===== src/verilog/e1_perf_pkg.sv =====
package e1_perf_pkg;

  // Register offsets on the parallel control port
  localparam logic [7:0] ADDR_VIOL_HI  = 8'h00;
  localparam logic [7:0] ADDR_VIOL_LO  = 8'h01;
  localparam logic [7:0] ADDR_CRC_HI   = 8'h02;
  localparam logic [7:0] ADDR_CRC_LO   = 8'h03;
  localparam logic [7:0] ADDR_EBIT_HI  = 8'h04;
  localparam logic [7:0] ADDR_EBIT_LO  = 8'h05;
  localparam logic [7:0] ADDR_ALARM    = 8'h06;
  localparam logic [7:0] ADDR_EVENT    = 8'h07;
  localparam logic [7:0] ADDR_ALARM_IM = 8'h16;
  localparam logic [7:0] ADDR_EVENT_IM = 8'h17;

  // Reset values
  localparam logic [7:0] MASK_RESET  = 8'h00;
  localparam logic [7:0] FLAGS_RESET = 8'h00;

  // Counter widths and their saturation values
  localparam int VIOL_W = 16;
  localparam int CRC_W  = 10;
  localparam int EBIT_W = 10;
  localparam int FAS_W  = 12;
  localparam logic [15:0] VIOL_MAX = 16'hffff;
  localparam logic [9:0]  CRC_MAX  = 10'h3ff;
  localparam logic [9:0]  EBIT_MAX = 10'h3ff;
  localparam logic [11:0] FAS_MAX  = 12'hfff;

  // Interval timer, counted in received 125 us frames
  localparam logic [12:0] FRAMES_PER_SECOND = 13'h1f40;  // 8000 frames
  localparam logic [12:0] FRAMES_PER_SHORT  = 13'h01f4;  // 500 frames, 62.5 ms
  localparam logic [3:0]  FRAMES_PER_MF     = 4'hf;      // Last frame of 16, 2 ms

  // Transmit clock watchdog: one channel time
  localparam int CLK_PERIOD_NS   = 10;
  localparam int TX_LOSS_TIME_NS = 3900;
  localparam int TX_LOSS_CYC_INT = (TX_LOSS_TIME_NS + CLK_PERIOD_NS - 1) / CLK_PERIOD_NS;
  localparam logic [8:0] TX_LOSS_CYCLES = TX_LOSS_CYC_INT[8:0];

  // Second status register, bit 7 down to bit 0
  typedef struct packed {
    logic rx_cas_multiframe_flag;
    logic rx_align_frame_flag;
    logic tx_multiframe_flag;
    logic interval_timer_flag;
    logic tx_align_frame_flag;
    logic tx_clock_loss_flag;
    logic rx_crc_multiframe_flag;
    logic tx_slip_flag;
  } sr2_t;

  // First status register, levels from the framer
  typedef struct packed {
    logic rx_sig_all_ones_flag;
    logic rx_distant_mf_alarm_flag;
    logic rx_sig_all_zeros_flag;
    logic rx_slip_flag;
    logic rx_unframed_ones_flag;
    logic rx_remote_alarm_flag;
    logic rx_carrier_loss_flag;
    logic rx_sync_loss_flag;
  } sr1_t;

  // Framer boundary strobes, one-cycle pulses
  typedef struct packed {
    logic rx_cas_mf;
    logic rx_align;
    logic tx_mf;
    logic tx_align;
    logic rx_crc_mf;
    logic tx_slip;
    logic rx_frame;
  } frame_ev_t;

  // Error strobes, one-cycle pulses
  typedef struct packed {
    logic bpv;
    logic hdb3_codeword;
    logic code_viol;
    logic crc_err;
    logic ebit_strobe;
    logic ebit_value;
    logic fas_err;
  } err_ev_t;

  // Synchroniser state, levels
  typedef struct packed {
    logic fas_loss;
    logic crc_loss;
    logic fas_search;
    logic cas_search;
    logic crc_search;
  } sync_t;

endpackage


===== src/verilog/e1_status_perf.sv =====
`timescale 1ns/1ps

module e1_status_perf (
  input  wire logic                   CLK_SYS,
  input  wire logic                   NRST,
  input  wire logic                   CS_N,
  input  wire logic                   RD_N,
  input  wire logic                   WR_N,
  input  wire logic [7:0]             ADDR,
  input  wire logic [7:0]             DATA_IN,
  output logic      [7:0]             DATA_OUT,
  output logic                        DATA_OE_N,
  input  wire logic                   TRANSMIT_CLOCK_IN,
  input  wire e1_perf_pkg::frame_ev_t FRAME_EV,
  input  wire e1_perf_pkg::err_ev_t   ERR_EV,
  input  wire e1_perf_pkg::sync_t     SYNC_STATE,
  input  wire e1_perf_pkg::sr1_t      ALARM_STATUS,
  input  wire logic                   CRC4_ENABLE,
  input  wire logic                   SHORT_INTERVAL_SELECT,
  input  wire logic                   VIOLATION_TYPE_SELECT,
  input  wire logic                   RX_HDB3_ENABLE,
  input  wire logic                   CLOCK_LOSS_PIN_ENABLE,
  output logic                        TX_CLOCK_LOSS,
  output logic                        INT_REQ
);
  import e1_perf_pkg::*;

  // Host port synchronisers; strobes and buses settle long before use
  logic [18:0] bus_s1_q;
  logic [18:0] bus_s2_q;
  logic        rd_prev_q;
  logic        wr_prev_q;
  logic        rd_event_q;
  sr2_t        rd_snap_q;
  logic [7:0]  alarm_interrupt_mask_q;
  sr2_t        event_interrupt_mask_q;
  sr2_t        sr2_q;
  logic [2:0]  transmit_clock_in_q;
  logic [8:0]  loss_cnt_q;
  logic [12:0] frame_cnt_q;
  logic [3:0]  mf_cnt_q;
  logic [15:0] viol_acc_q;
  logic [9:0]  crc_acc_q;
  logic [9:0]  ebit_acc_q;
  logic [11:0] fas_acc_q;
  logic [15:0] viol_q;
  logic [9:0]  crc_q;
  logic [9:0]  ebit_q;
  logic [11:0] fas_q;
  logic [7:0]  addr_s;
  logic [7:0]  din_s;
  logic        rd_act;
  logic        wr_act;
  logic        transmit_clock_in_edge;
  logic        clock_lost;
  logic        interval_tick;
  logic [12:0] frame_limit;
  logic        crc_mf_evt;
  logic        viol_inc;
  logic        crc_inc;
  logic        ebit_inc;
  logic        fas_inc;
  logic [7:0]  rd_data_d;
  sr2_t        sr2_set;

  // Two-stage capture of the asynchronous host pins, write data included
  always_ff @(posedge CLK_SYS or negedge NRST) begin
    if (!NRST) begin
      bus_s1_q <= 19'h007ff;
      bus_s2_q <= 19'h007ff;
    end else begin
      bus_s1_q <= {DATA_IN, CS_N, RD_N, WR_N, ADDR};
      bus_s2_q <= bus_s1_q;
    end
  end

  assign din_s  = bus_s2_q[18:11];
  assign addr_s = bus_s2_q[7:0];
  assign rd_act = !bus_s2_q[10] && !bus_s2_q[9];
  assign wr_act = !bus_s2_q[10] && !bus_s2_q[8];

  // Strobe edge history
  always_ff @(posedge CLK_SYS or negedge NRST) begin
    if (!NRST) begin
      rd_prev_q <= 1'b0;
      wr_prev_q <= 1'b0;
    end else begin
      rd_prev_q <= rd_act;
      wr_prev_q <= wr_act;
    end
  end

  // Read data mux; shared bytes pack the FAS count around the small counts
  always_comb begin
    unique case (addr_s)
      ADDR_VIOL_HI:  rd_data_d = viol_q[15:8];
      ADDR_VIOL_LO:  rd_data_d = viol_q[7:0];
      ADDR_CRC_HI:   rd_data_d = {fas_q[11:6], crc_q[9:8]};
      ADDR_CRC_LO:   rd_data_d = crc_q[7:0];
      ADDR_EBIT_HI:  rd_data_d = {fas_q[5:0], ebit_q[9:8]};
      ADDR_EBIT_LO:  rd_data_d = ebit_q[7:0];
      ADDR_ALARM:    rd_data_d = ALARM_STATUS;
      ADDR_EVENT:    rd_data_d = sr2_q;
      ADDR_ALARM_IM: rd_data_d = alarm_interrupt_mask_q;
      ADDR_EVENT_IM: rd_data_d = event_interrupt_mask_q;
      default:       rd_data_d = 8'h00;
    endcase
  end

  // Data is captured once at the start of a read and held to its end
  always_ff @(posedge CLK_SYS or negedge NRST) begin
    if (!NRST) begin
      DATA_OUT   <= 8'h00;
      DATA_OE_N  <= 1'b1;
      rd_event_q <= 1'b0;
      rd_snap_q  <= FLAGS_RESET;
    end else begin
      DATA_OE_N <= !rd_act;
      if (rd_act && !rd_prev_q) begin
        DATA_OUT   <= rd_data_d;
        rd_event_q <= (addr_s == ADDR_EVENT);
        rd_snap_q  <= sr2_q;
      end
    end
  end

  // Mask registers take the write at the strobe's trailing edge
  always_ff @(posedge CLK_SYS or negedge NRST) begin
    if (!NRST) begin
      alarm_interrupt_mask_q <= MASK_RESET;
      event_interrupt_mask_q <= MASK_RESET;
    end else if (!wr_act && wr_prev_q) begin
      if (addr_s == ADDR_ALARM_IM) begin
        alarm_interrupt_mask_q <= din_s;
      end
      if (addr_s == ADDR_EVENT_IM) begin
        event_interrupt_mask_q <= din_s;
      end
    end
  end

  // Transmit clock pin: two flops, then a third for edge detection
  always_ff @(posedge CLK_SYS or negedge NRST) begin
    if (!NRST) begin
      transmit_clock_in_q <= 3'h0;
    end else begin
      transmit_clock_in_q <= {transmit_clock_in_q[1:0], TRANSMIT_CLOCK_IN};
    end
  end

  assign transmit_clock_in_edge  = transmit_clock_in_q[2] ^ transmit_clock_in_q[1];
  assign clock_lost = (loss_cnt_q == TX_LOSS_CYCLES);

  // Watchdog stops at the limit so loss stays asserted until an edge
  always_ff @(posedge CLK_SYS or negedge NRST) begin
    if (!NRST) begin
      loss_cnt_q <= 9'h000;
    end else if (transmit_clock_in_edge) begin
      loss_cnt_q <= 9'h000;
    end else if (!clock_lost) begin
      loss_cnt_q <= loss_cnt_q + 9'h001;
    end
  end

  always_ff @(posedge CLK_SYS or negedge NRST) begin
    if (!NRST) begin
      TX_CLOCK_LOSS <= 1'b0;
    end else begin
      TX_CLOCK_LOSS <= clock_lost && CLOCK_LOSS_PIN_ENABLE;
    end
  end

  // Interval timer counts received frames, so it follows the line rate
  assign frame_limit   = SHORT_INTERVAL_SELECT ? FRAMES_PER_SHORT : FRAMES_PER_SECOND;
  assign interval_tick = FRAME_EV.rx_frame && (frame_cnt_q >= frame_limit - 13'h0001);

  always_ff @(posedge CLK_SYS or negedge NRST) begin
    if (!NRST) begin
      frame_cnt_q <= 13'h0000;
    end else if (interval_tick) begin
      frame_cnt_q <= 13'h0000;
    end else if (FRAME_EV.rx_frame) begin
      frame_cnt_q <= frame_cnt_q + 13'h0001;
    end
  end

  // Free-running 16-frame count stands in for CRC boundaries when CRC4 is off
  always_ff @(posedge CLK_SYS or negedge NRST) begin
    if (!NRST) begin
      mf_cnt_q <= 4'h0;
    end else if (FRAME_EV.rx_frame) begin
      mf_cnt_q <= mf_cnt_q + 4'h1;
    end
  end

  assign crc_mf_evt = CRC4_ENABLE ? FRAME_EV.rx_crc_mf
                                  : (FRAME_EV.rx_frame && mf_cnt_q == FRAMES_PER_MF);

  // Event sources for the second status register
  always_comb begin
    sr2_set.rx_cas_multiframe_flag = FRAME_EV.rx_cas_mf;
    sr2_set.rx_align_frame_flag    = FRAME_EV.rx_align;
    sr2_set.tx_multiframe_flag     = FRAME_EV.tx_mf;
    sr2_set.interval_timer_flag    = interval_tick;
    sr2_set.tx_align_frame_flag    = FRAME_EV.tx_align;
    sr2_set.tx_clock_loss_flag     = clock_lost;
    sr2_set.rx_crc_multiframe_flag = crc_mf_evt;
    sr2_set.tx_slip_flag           = FRAME_EV.tx_slip;
  end

  // Sticky flags clear after being read; a new event in that cycle wins
  always_ff @(posedge CLK_SYS or negedge NRST) begin
    if (!NRST) begin
      sr2_q <= FLAGS_RESET;
    end else if (!rd_act && rd_prev_q && rd_event_q) begin
      sr2_q <= (sr2_q & ~rd_snap_q) | sr2_set;
    end else begin
      sr2_q <= sr2_q | sr2_set;
    end
  end

  // Interrupt request from both status registers through their masks
  always_ff @(posedge CLK_SYS or negedge NRST) begin
    if (!NRST) begin
      INT_REQ <= 1'b0;
    end else begin
      INT_REQ <= |(ALARM_STATUS & alarm_interrupt_mask_q) || |(sr2_q & event_interrupt_mask_q);
    end
  end

  // Increment qualifiers for the four error counters
  assign viol_inc = VIOLATION_TYPE_SELECT ? ERR_EV.code_viol
                  : (ERR_EV.bpv && !(RX_HDB3_ENABLE && ERR_EV.hdb3_codeword));
  assign crc_inc  = ERR_EV.crc_err && !SYNC_STATE.fas_loss && !SYNC_STATE.crc_loss;
  assign ebit_inc = ERR_EV.ebit_strobe && !ERR_EV.ebit_value
                  && !SYNC_STATE.fas_loss && !SYNC_STATE.crc_loss;
  assign fas_inc  = ERR_EV.fas_err && !ALARM_STATUS.rx_sync_loss_flag
                  && !SYNC_STATE.fas_search && !SYNC_STATE.cas_search
                  && !SYNC_STATE.crc_search;

  // Accumulators restart each interval; the boundary cycle's error is kept
  always_ff @(posedge CLK_SYS or negedge NRST) begin
    if (!NRST) begin
      viol_acc_q <= 16'h0000;
    end else if (interval_tick) begin
      viol_acc_q <= {15'h0000, viol_inc};
    end else if (viol_inc && viol_acc_q != VIOL_MAX) begin
      viol_acc_q <= viol_acc_q + 16'h0001;
    end
  end

  always_ff @(posedge CLK_SYS or negedge NRST) begin
    if (!NRST) begin
      crc_acc_q <= 10'h000;
    end else if (interval_tick) begin
      crc_acc_q <= {9'h000, crc_inc};
    end else if (crc_inc && crc_acc_q != CRC_MAX) begin
      crc_acc_q <= crc_acc_q + 10'h001;
    end
  end

  always_ff @(posedge CLK_SYS or negedge NRST) begin
    if (!NRST) begin
      ebit_acc_q <= 10'h000;
    end else if (interval_tick) begin
      ebit_acc_q <= {9'h000, ebit_inc};
    end else if (ebit_inc && ebit_acc_q != EBIT_MAX) begin
      ebit_acc_q <= ebit_acc_q + 10'h001;
    end
  end

  always_ff @(posedge CLK_SYS or negedge NRST) begin
    if (!NRST) begin
      fas_acc_q <= 12'h000;
    end else if (interval_tick) begin
      fas_acc_q <= {11'h000, fas_inc};
    end else if (fas_inc && fas_acc_q != FAS_MAX) begin
      fas_acc_q <= fas_acc_q + 12'h001;
    end
  end

  // Host-visible totals of the previous interval, all latched together
  always_ff @(posedge CLK_SYS or negedge NRST) begin
    if (!NRST) begin
      viol_q <= 16'h0000;
      crc_q  <= 10'h000;
      ebit_q <= 10'h000;
      fas_q  <= 12'h000;
    end else if (interval_tick) begin
      viol_q <= viol_acc_q;
      crc_q  <= crc_acc_q;
      ebit_q <= ebit_acc_q;
      fas_q  <= fas_acc_q;
    end
  end

  a_viol_saturate: assert property (@(posedge CLK_SYS) disable iff (!NRST)
    (viol_acc_q == VIOL_MAX && viol_inc && !interval_tick) |=> viol_acc_q == VIOL_MAX)
    else $error("violation count wrapped");

  a_code_viol_count: assert property (@(posedge CLK_SYS) disable iff (!NRST)
    (VIOLATION_TYPE_SELECT && ERR_EV.code_viol && !interval_tick && viol_acc_q != VIOL_MAX)
    |=> viol_acc_q == $past(viol_acc_q) + 16'h0001)
    else $error("code violation not counted");

  a_hdb3_excluded: assert property (@(posedge CLK_SYS) disable iff (!NRST)
    (!VIOLATION_TYPE_SELECT && RX_HDB3_ENABLE && ERR_EV.hdb3_codeword && !interval_tick)
    |=> $stable(viol_acc_q))
    else $error("codeword violation counted");

  a_crc_hold_loss: assert property (@(posedge CLK_SYS) disable iff (!NRST)
    (SYNC_STATE.crc_loss && !interval_tick) |=> $stable(crc_acc_q) && $stable(ebit_acc_q))
    else $error("crc or ebit counted during sync loss");

  a_ebit_count: assert property (@(posedge CLK_SYS) disable iff (!NRST)
    (ERR_EV.ebit_strobe && !ERR_EV.ebit_value && !SYNC_STATE.fas_loss
     && !SYNC_STATE.crc_loss && !interval_tick && ebit_acc_q != EBIT_MAX)
    |=> ebit_acc_q == $past(ebit_acc_q) + 10'h001)
    else $error("zero E-bit not counted");

  a_fas_search_hold: assert property (@(posedge CLK_SYS) disable iff (!NRST)
    (SYNC_STATE.fas_search && !interval_tick) |=> $stable(fas_acc_q))
    else $error("fas counted during search");

  a_latch_totals: assert property (@(posedge CLK_SYS) disable iff (!NRST)
    interval_tick |=> viol_q == $past(viol_acc_q) && crc_q == $past(crc_acc_q)
                      && ebit_q == $past(ebit_acc_q) && fas_q == $past(fas_acc_q))
    else $error("totals not latched at interval");

  a_clock_loss_flag: assert property (@(posedge CLK_SYS) disable iff (!NRST)
    (!transmit_clock_in_edge && loss_cnt_q == TX_LOSS_CYCLES - 9'h001)
    |=> ##1 sr2_q.tx_clock_loss_flag && TX_CLOCK_LOSS == $past(CLOCK_LOSS_PIN_ENABLE))
    else $error("transmit clock loss not reported");

  a_slip_sticky: assert property (@(posedge CLK_SYS) disable iff (!NRST)
    FRAME_EV.tx_slip |=> sr2_q.tx_slip_flag)
    else $error("transmit slip lost");

  a_interrupt_req: assert property (@(posedge CLK_SYS) disable iff (!NRST)
    ((sr2_q & event_interrupt_mask_q) != 8'h00) |=> INT_REQ)
    else $error("enabled event did not interrupt");

endmodule


===== config.mk =====
export PLATFORM = sky130hd
export DESIGN_NAME = e1_status_perf
export DESIGN_NICKNAME = d
export VERILOG_FILES = /design/src/verilog/e1_perf_pkg.sv /design/src/verilog/e1_status_perf.sv
export SDC_FILE = /design/constraint.sdc
export NUM_CORES = 1
export LEC_CHECK = 0
export BUFFER_PORTS_ARGS = -buffer_cell sky130_fd_sc_hd__buf_2
export CORE_MARGIN = 2
export CORE_UTILIZATION = 60
export DETAILED_ROUTE_END_ITERATION = 10
export PLACE_DENSITY = 0.79
export SYNTH_ARGS = -nofsm -noshare
export SYNTH_HDL_FRONTEND = slang
export SYNTH_SLANG_ARGS = --single-unit
export TNS_END_PERCENT = 30

===== constraint.sdc =====
create_clock -name CLK_SYS -period 5.15 [get_ports CLK_SYS]
set_input_delay 0.2575 -clock CLK_SYS [delete_from_list [all_inputs] [get_ports CLK_SYS]]
set_output_delay 0.2575 -clock CLK_SYS [all_outputs]
set_load 0.1 [all_outputs]

==> metrics.cfg <==
[yosys]
ys_ff_latch = 209
synth_fp_nets = 858
ys_warn_count = 0
synth_edf_count = 0
syn_area_per_cell_um2 = 12.0
synthArstFlopShare_pct = 100
yosysSeqAreaShare_pct = 55.6
syn_area_um2 = 9450
synthCells = 788
synth_cell_types = 68
dominantRegCellSynth = dfrtp_1

[cells_and_area]
drive_gt1_share_pct = 24.7
antennaDiodeCount = 0
nNetsFinal = 947
areaGrowthSynthToFinish_pct = 15.6
fin_cells = 1103

[sta]
finalCritPeriodShare_pct = 54.8
fmax_mhz = 355
tightest_slew_ns = 1.10
slew_headroom_pct = 26.7
holdWs_ns = -0.0653
setup_tns_ns = 0
skew_ns = 0.00700
drv_slew = 0
period_needed_ns = 2.82
hold_viol_final = 36
rsz0062_at_grt = false
report.final.setup_viol = 0

[clock_network]
clk_pin_slew_worst_paths_ns = 0.06
clock-sinks = 209
clockRootBuffer = clkbuf_16
cts_made_buffers = 22
cts_resized = 0
cts_buffer_depth = 3
cts_tree = built
clk_latency_ns = 0.50
cts_hold_buffers = 28
htree_num_levels = 1
postCtsSetupRepairBufs = 0

[worst_hold_path]
hold_path.class = input pin to async pin

[place]
dp.cells = 1036
gp_congestion = 0.902
dp_hpwl_mm = 13.6
io_buffers = 64

[global_route]
grt_first_pass_wirelength_mm = 34.6
grt-ovfl-total = 0
gr-usage-all-layers_pct = 26.2
antenna_found_initial = 0
grt_pass1_vias = 6738
grt_max_degree = 210

[floorplan]
io_pins = 65
fp.dieW_um = 130
core_area_um2 = 15300
rows = 45
die_y_um = 130
start_util_pct = 61.7
die_area_um2 = 16800

[routing]
drt_pass1_iterations = 5
viasPerCell = 6.09
wirelength_mm = 21.0
ant_nets = 0
avgRoutedWirePerCell_um = 19.0
drtIter0Drc = 546
drc = 0
vias = 6714

[worst_setup_path]
start_kind = flip-flop
endpoint_kind = flip-flop
arrival_ns = 3.20
crit_type = flip-flop to flip-flop
critPathMaxFanout = 35
reg2reg_slack_ns = 2.33
required_ns = 5.53

[power_and_ir_drop]
cellPowerDensity_nw_per_um2 = 383
p_leak_nw = 4.92
ir_drop_mv = 0.415

[run]
maxCapViolCount = 0

[status]
outcome = finished, violations left
violations = negative hold slack

through the flow:
stage / power (mW) / hold slack [ns] / utilization (%) / area, µm² / worst slack [ns]
floorplan: 2.42 / -0.0381 / - / 9450 / 2.82
global placement: 2.58 / 0.334 / 64.8 / 9920 / 2.39
detailed placement: 2.62 / 0.336 / 64.8 / 9920 / 2.33
CTS: 4.19 / 0.0112 / 71.3 / 10900 / 2.33
global route: 4.35 / 0.0637 / 71.3 / 10900 / 2.14
finish: 4.18 / -0.0653 / 71.3 / 10900 / 2.33
worst max-delay path, cell delays in order, from the launching register on:
cell      delay (ns)
dfrtp_1         0.43
ha_1            0.31
a211oi_1        0.23
nor2_1          0.08
a2111o_1        0.54
nand2_2         0.66
mux2_2          0.42
kinds of logic (layout without fill, tap and decap cells):
logic type | Yosys count | count (layout) | synth area share, %
AO/OA/AOI/OAI | 116 | 116 | 8.68
XOR/XNOR | 45 | 45 | 4.17
adder cells (fa/ha/maj) | 16 | 16 | 2.12
buffers and inverters | 47 | 151 | 2.32
flip-flops | 209 | 209 | 55.6
multiplexers | 102 | 102 | 13.2
AND/OR/NAND/NOR | 253 | 253 | 13.9
synth_stat cells (5+ instances only):
library cell	n	share of area, %
dfrtp_1	186	49
nor2_1	67	2.7
mux2_2	57	6.8
nand2_1	52	2.1
nand3_1	35	1.9
xnor2_1	24	2.2
a21oi_1	23	1.2
dfstp_2	23	6.4
o21ai_0	22	1.2
mux2_4	21	3.3
xor2_1	21	1.9
mux2i_1	20	2.1
nand4_1	20	1.3
inv_1	19	0.75
ha_1	16	2.1
nor3_1	15	0.79
clkbuf_1	11	0.44
buf_2	10	0.53
or3_1	10	0.66
and3_1	9	0.60
o31ai_1	7	0.56
a21o_1	6	0.48
a221oi_1	6	0.56
a22o_1	6	0.56
or4_1	6	0.48
a22oi_1	5	0.40
and4_1	5	0.46
nor2b_1	5	0.33
nor4_1	5	0.33
o221ai_1	5	0.46
o2bb2ai_1	5	0.46
state kept, by name (all words and copies together), names as in the netlist, 8 cells and up:
signal / count
DATA_OUT: 8
loss_cnt_q: 9
bus_s1_q: 19
ebit_acc_q: 10
viol_acc_q: 16
crc_acc_q: 10
viol_q: 16
ebit_q: 10
event_interrupt_mask_q: 8
alarm_interrupt_mask_q: 8
bus_s2_q: 19
crc_q: 10
frame_cnt_q: 13
sr2_q: 8
rd_snap_q: 8
fas_acc_q: 12
fas_q: 12
area by class of cell:
cell class | count | area (µm²)
Inverter | 19 | 71.3
Clock inverter | 5 | 40.0
Tap cell | 211 | 264
Fill cell | 1074 | 4390
Timing Repair Buffer | 93 | 629
Clock buffer | 34 | 687
Sequential cell | 209 | 5260
Multi-Input combinational cell | 532 | 3980
power by group:
group | internal (mW) | total, mW | switching [mW]
clock | 0.920 | 1.56 | 0.641
sequential | 1.85 | 2.07 | 0.220
combinational | 0.278 | 0.550 | 0.272
cells in the final DEF, fill, tap and decap left out, types with 21 or more instances in the layout:
cell type / synthesis / layout
a21oi_1: 23 / 23
buf_2: 10 / 63
clkbuf_16: 0 / 23
dfrtp_1: 186 / 186
dfstp_2: 23 / 23
dlygate4sd3_1: 0 / 28
mux2_2: 57 / 57
mux2_4: 21 / 21
nand2_1: 52 / 52
nand3_1: 35 / 35
nor2_1: 67 / 67
o21ai_0: 22 / 22
xnor2_1: 24 / 24
xor2_1: 21 / 21
metal layers:
layer	global-route usage, %	share of wire [%]	up-vias
li1	-	-	3055
met2	43.3	49	251
met3	5.04	6.4	58
met1	35.5	42	3350
met4	8.35	2.8	0
met5	0	0	-
path summary, 6_finish.rpt:
| check | start | to | cells after the start |
|---|---|---|---|
| max | frame_cnt_q[10]$_DFFE_PN0P_ | viol_q[8]$_DFFE_PN0P_ | 6 |
| min | NRST | loss_cnt_q[6]$_DFFE_PN0P_ | 2 |
| max reg2reg | frame_cnt_q[10]$_DFFE_PN0P_ | viol_q[8]$_DFFE_PN0P_ | 6 |
| min reg2reg | bus_s1_q[14]$_DFF_PN0_ | bus_s2_q[14]$_DFF_PN0_ | 0 |
| max in group asynchronous | NRST | viol_acc_q[9]$_DFFE_PN0P_ | 2 |
| min in group CLK_SYS | ALARM_STATUS[4] | INT_REQ$_DFF_PN0_ | 3 |
(Power assumes the default switching activity.)
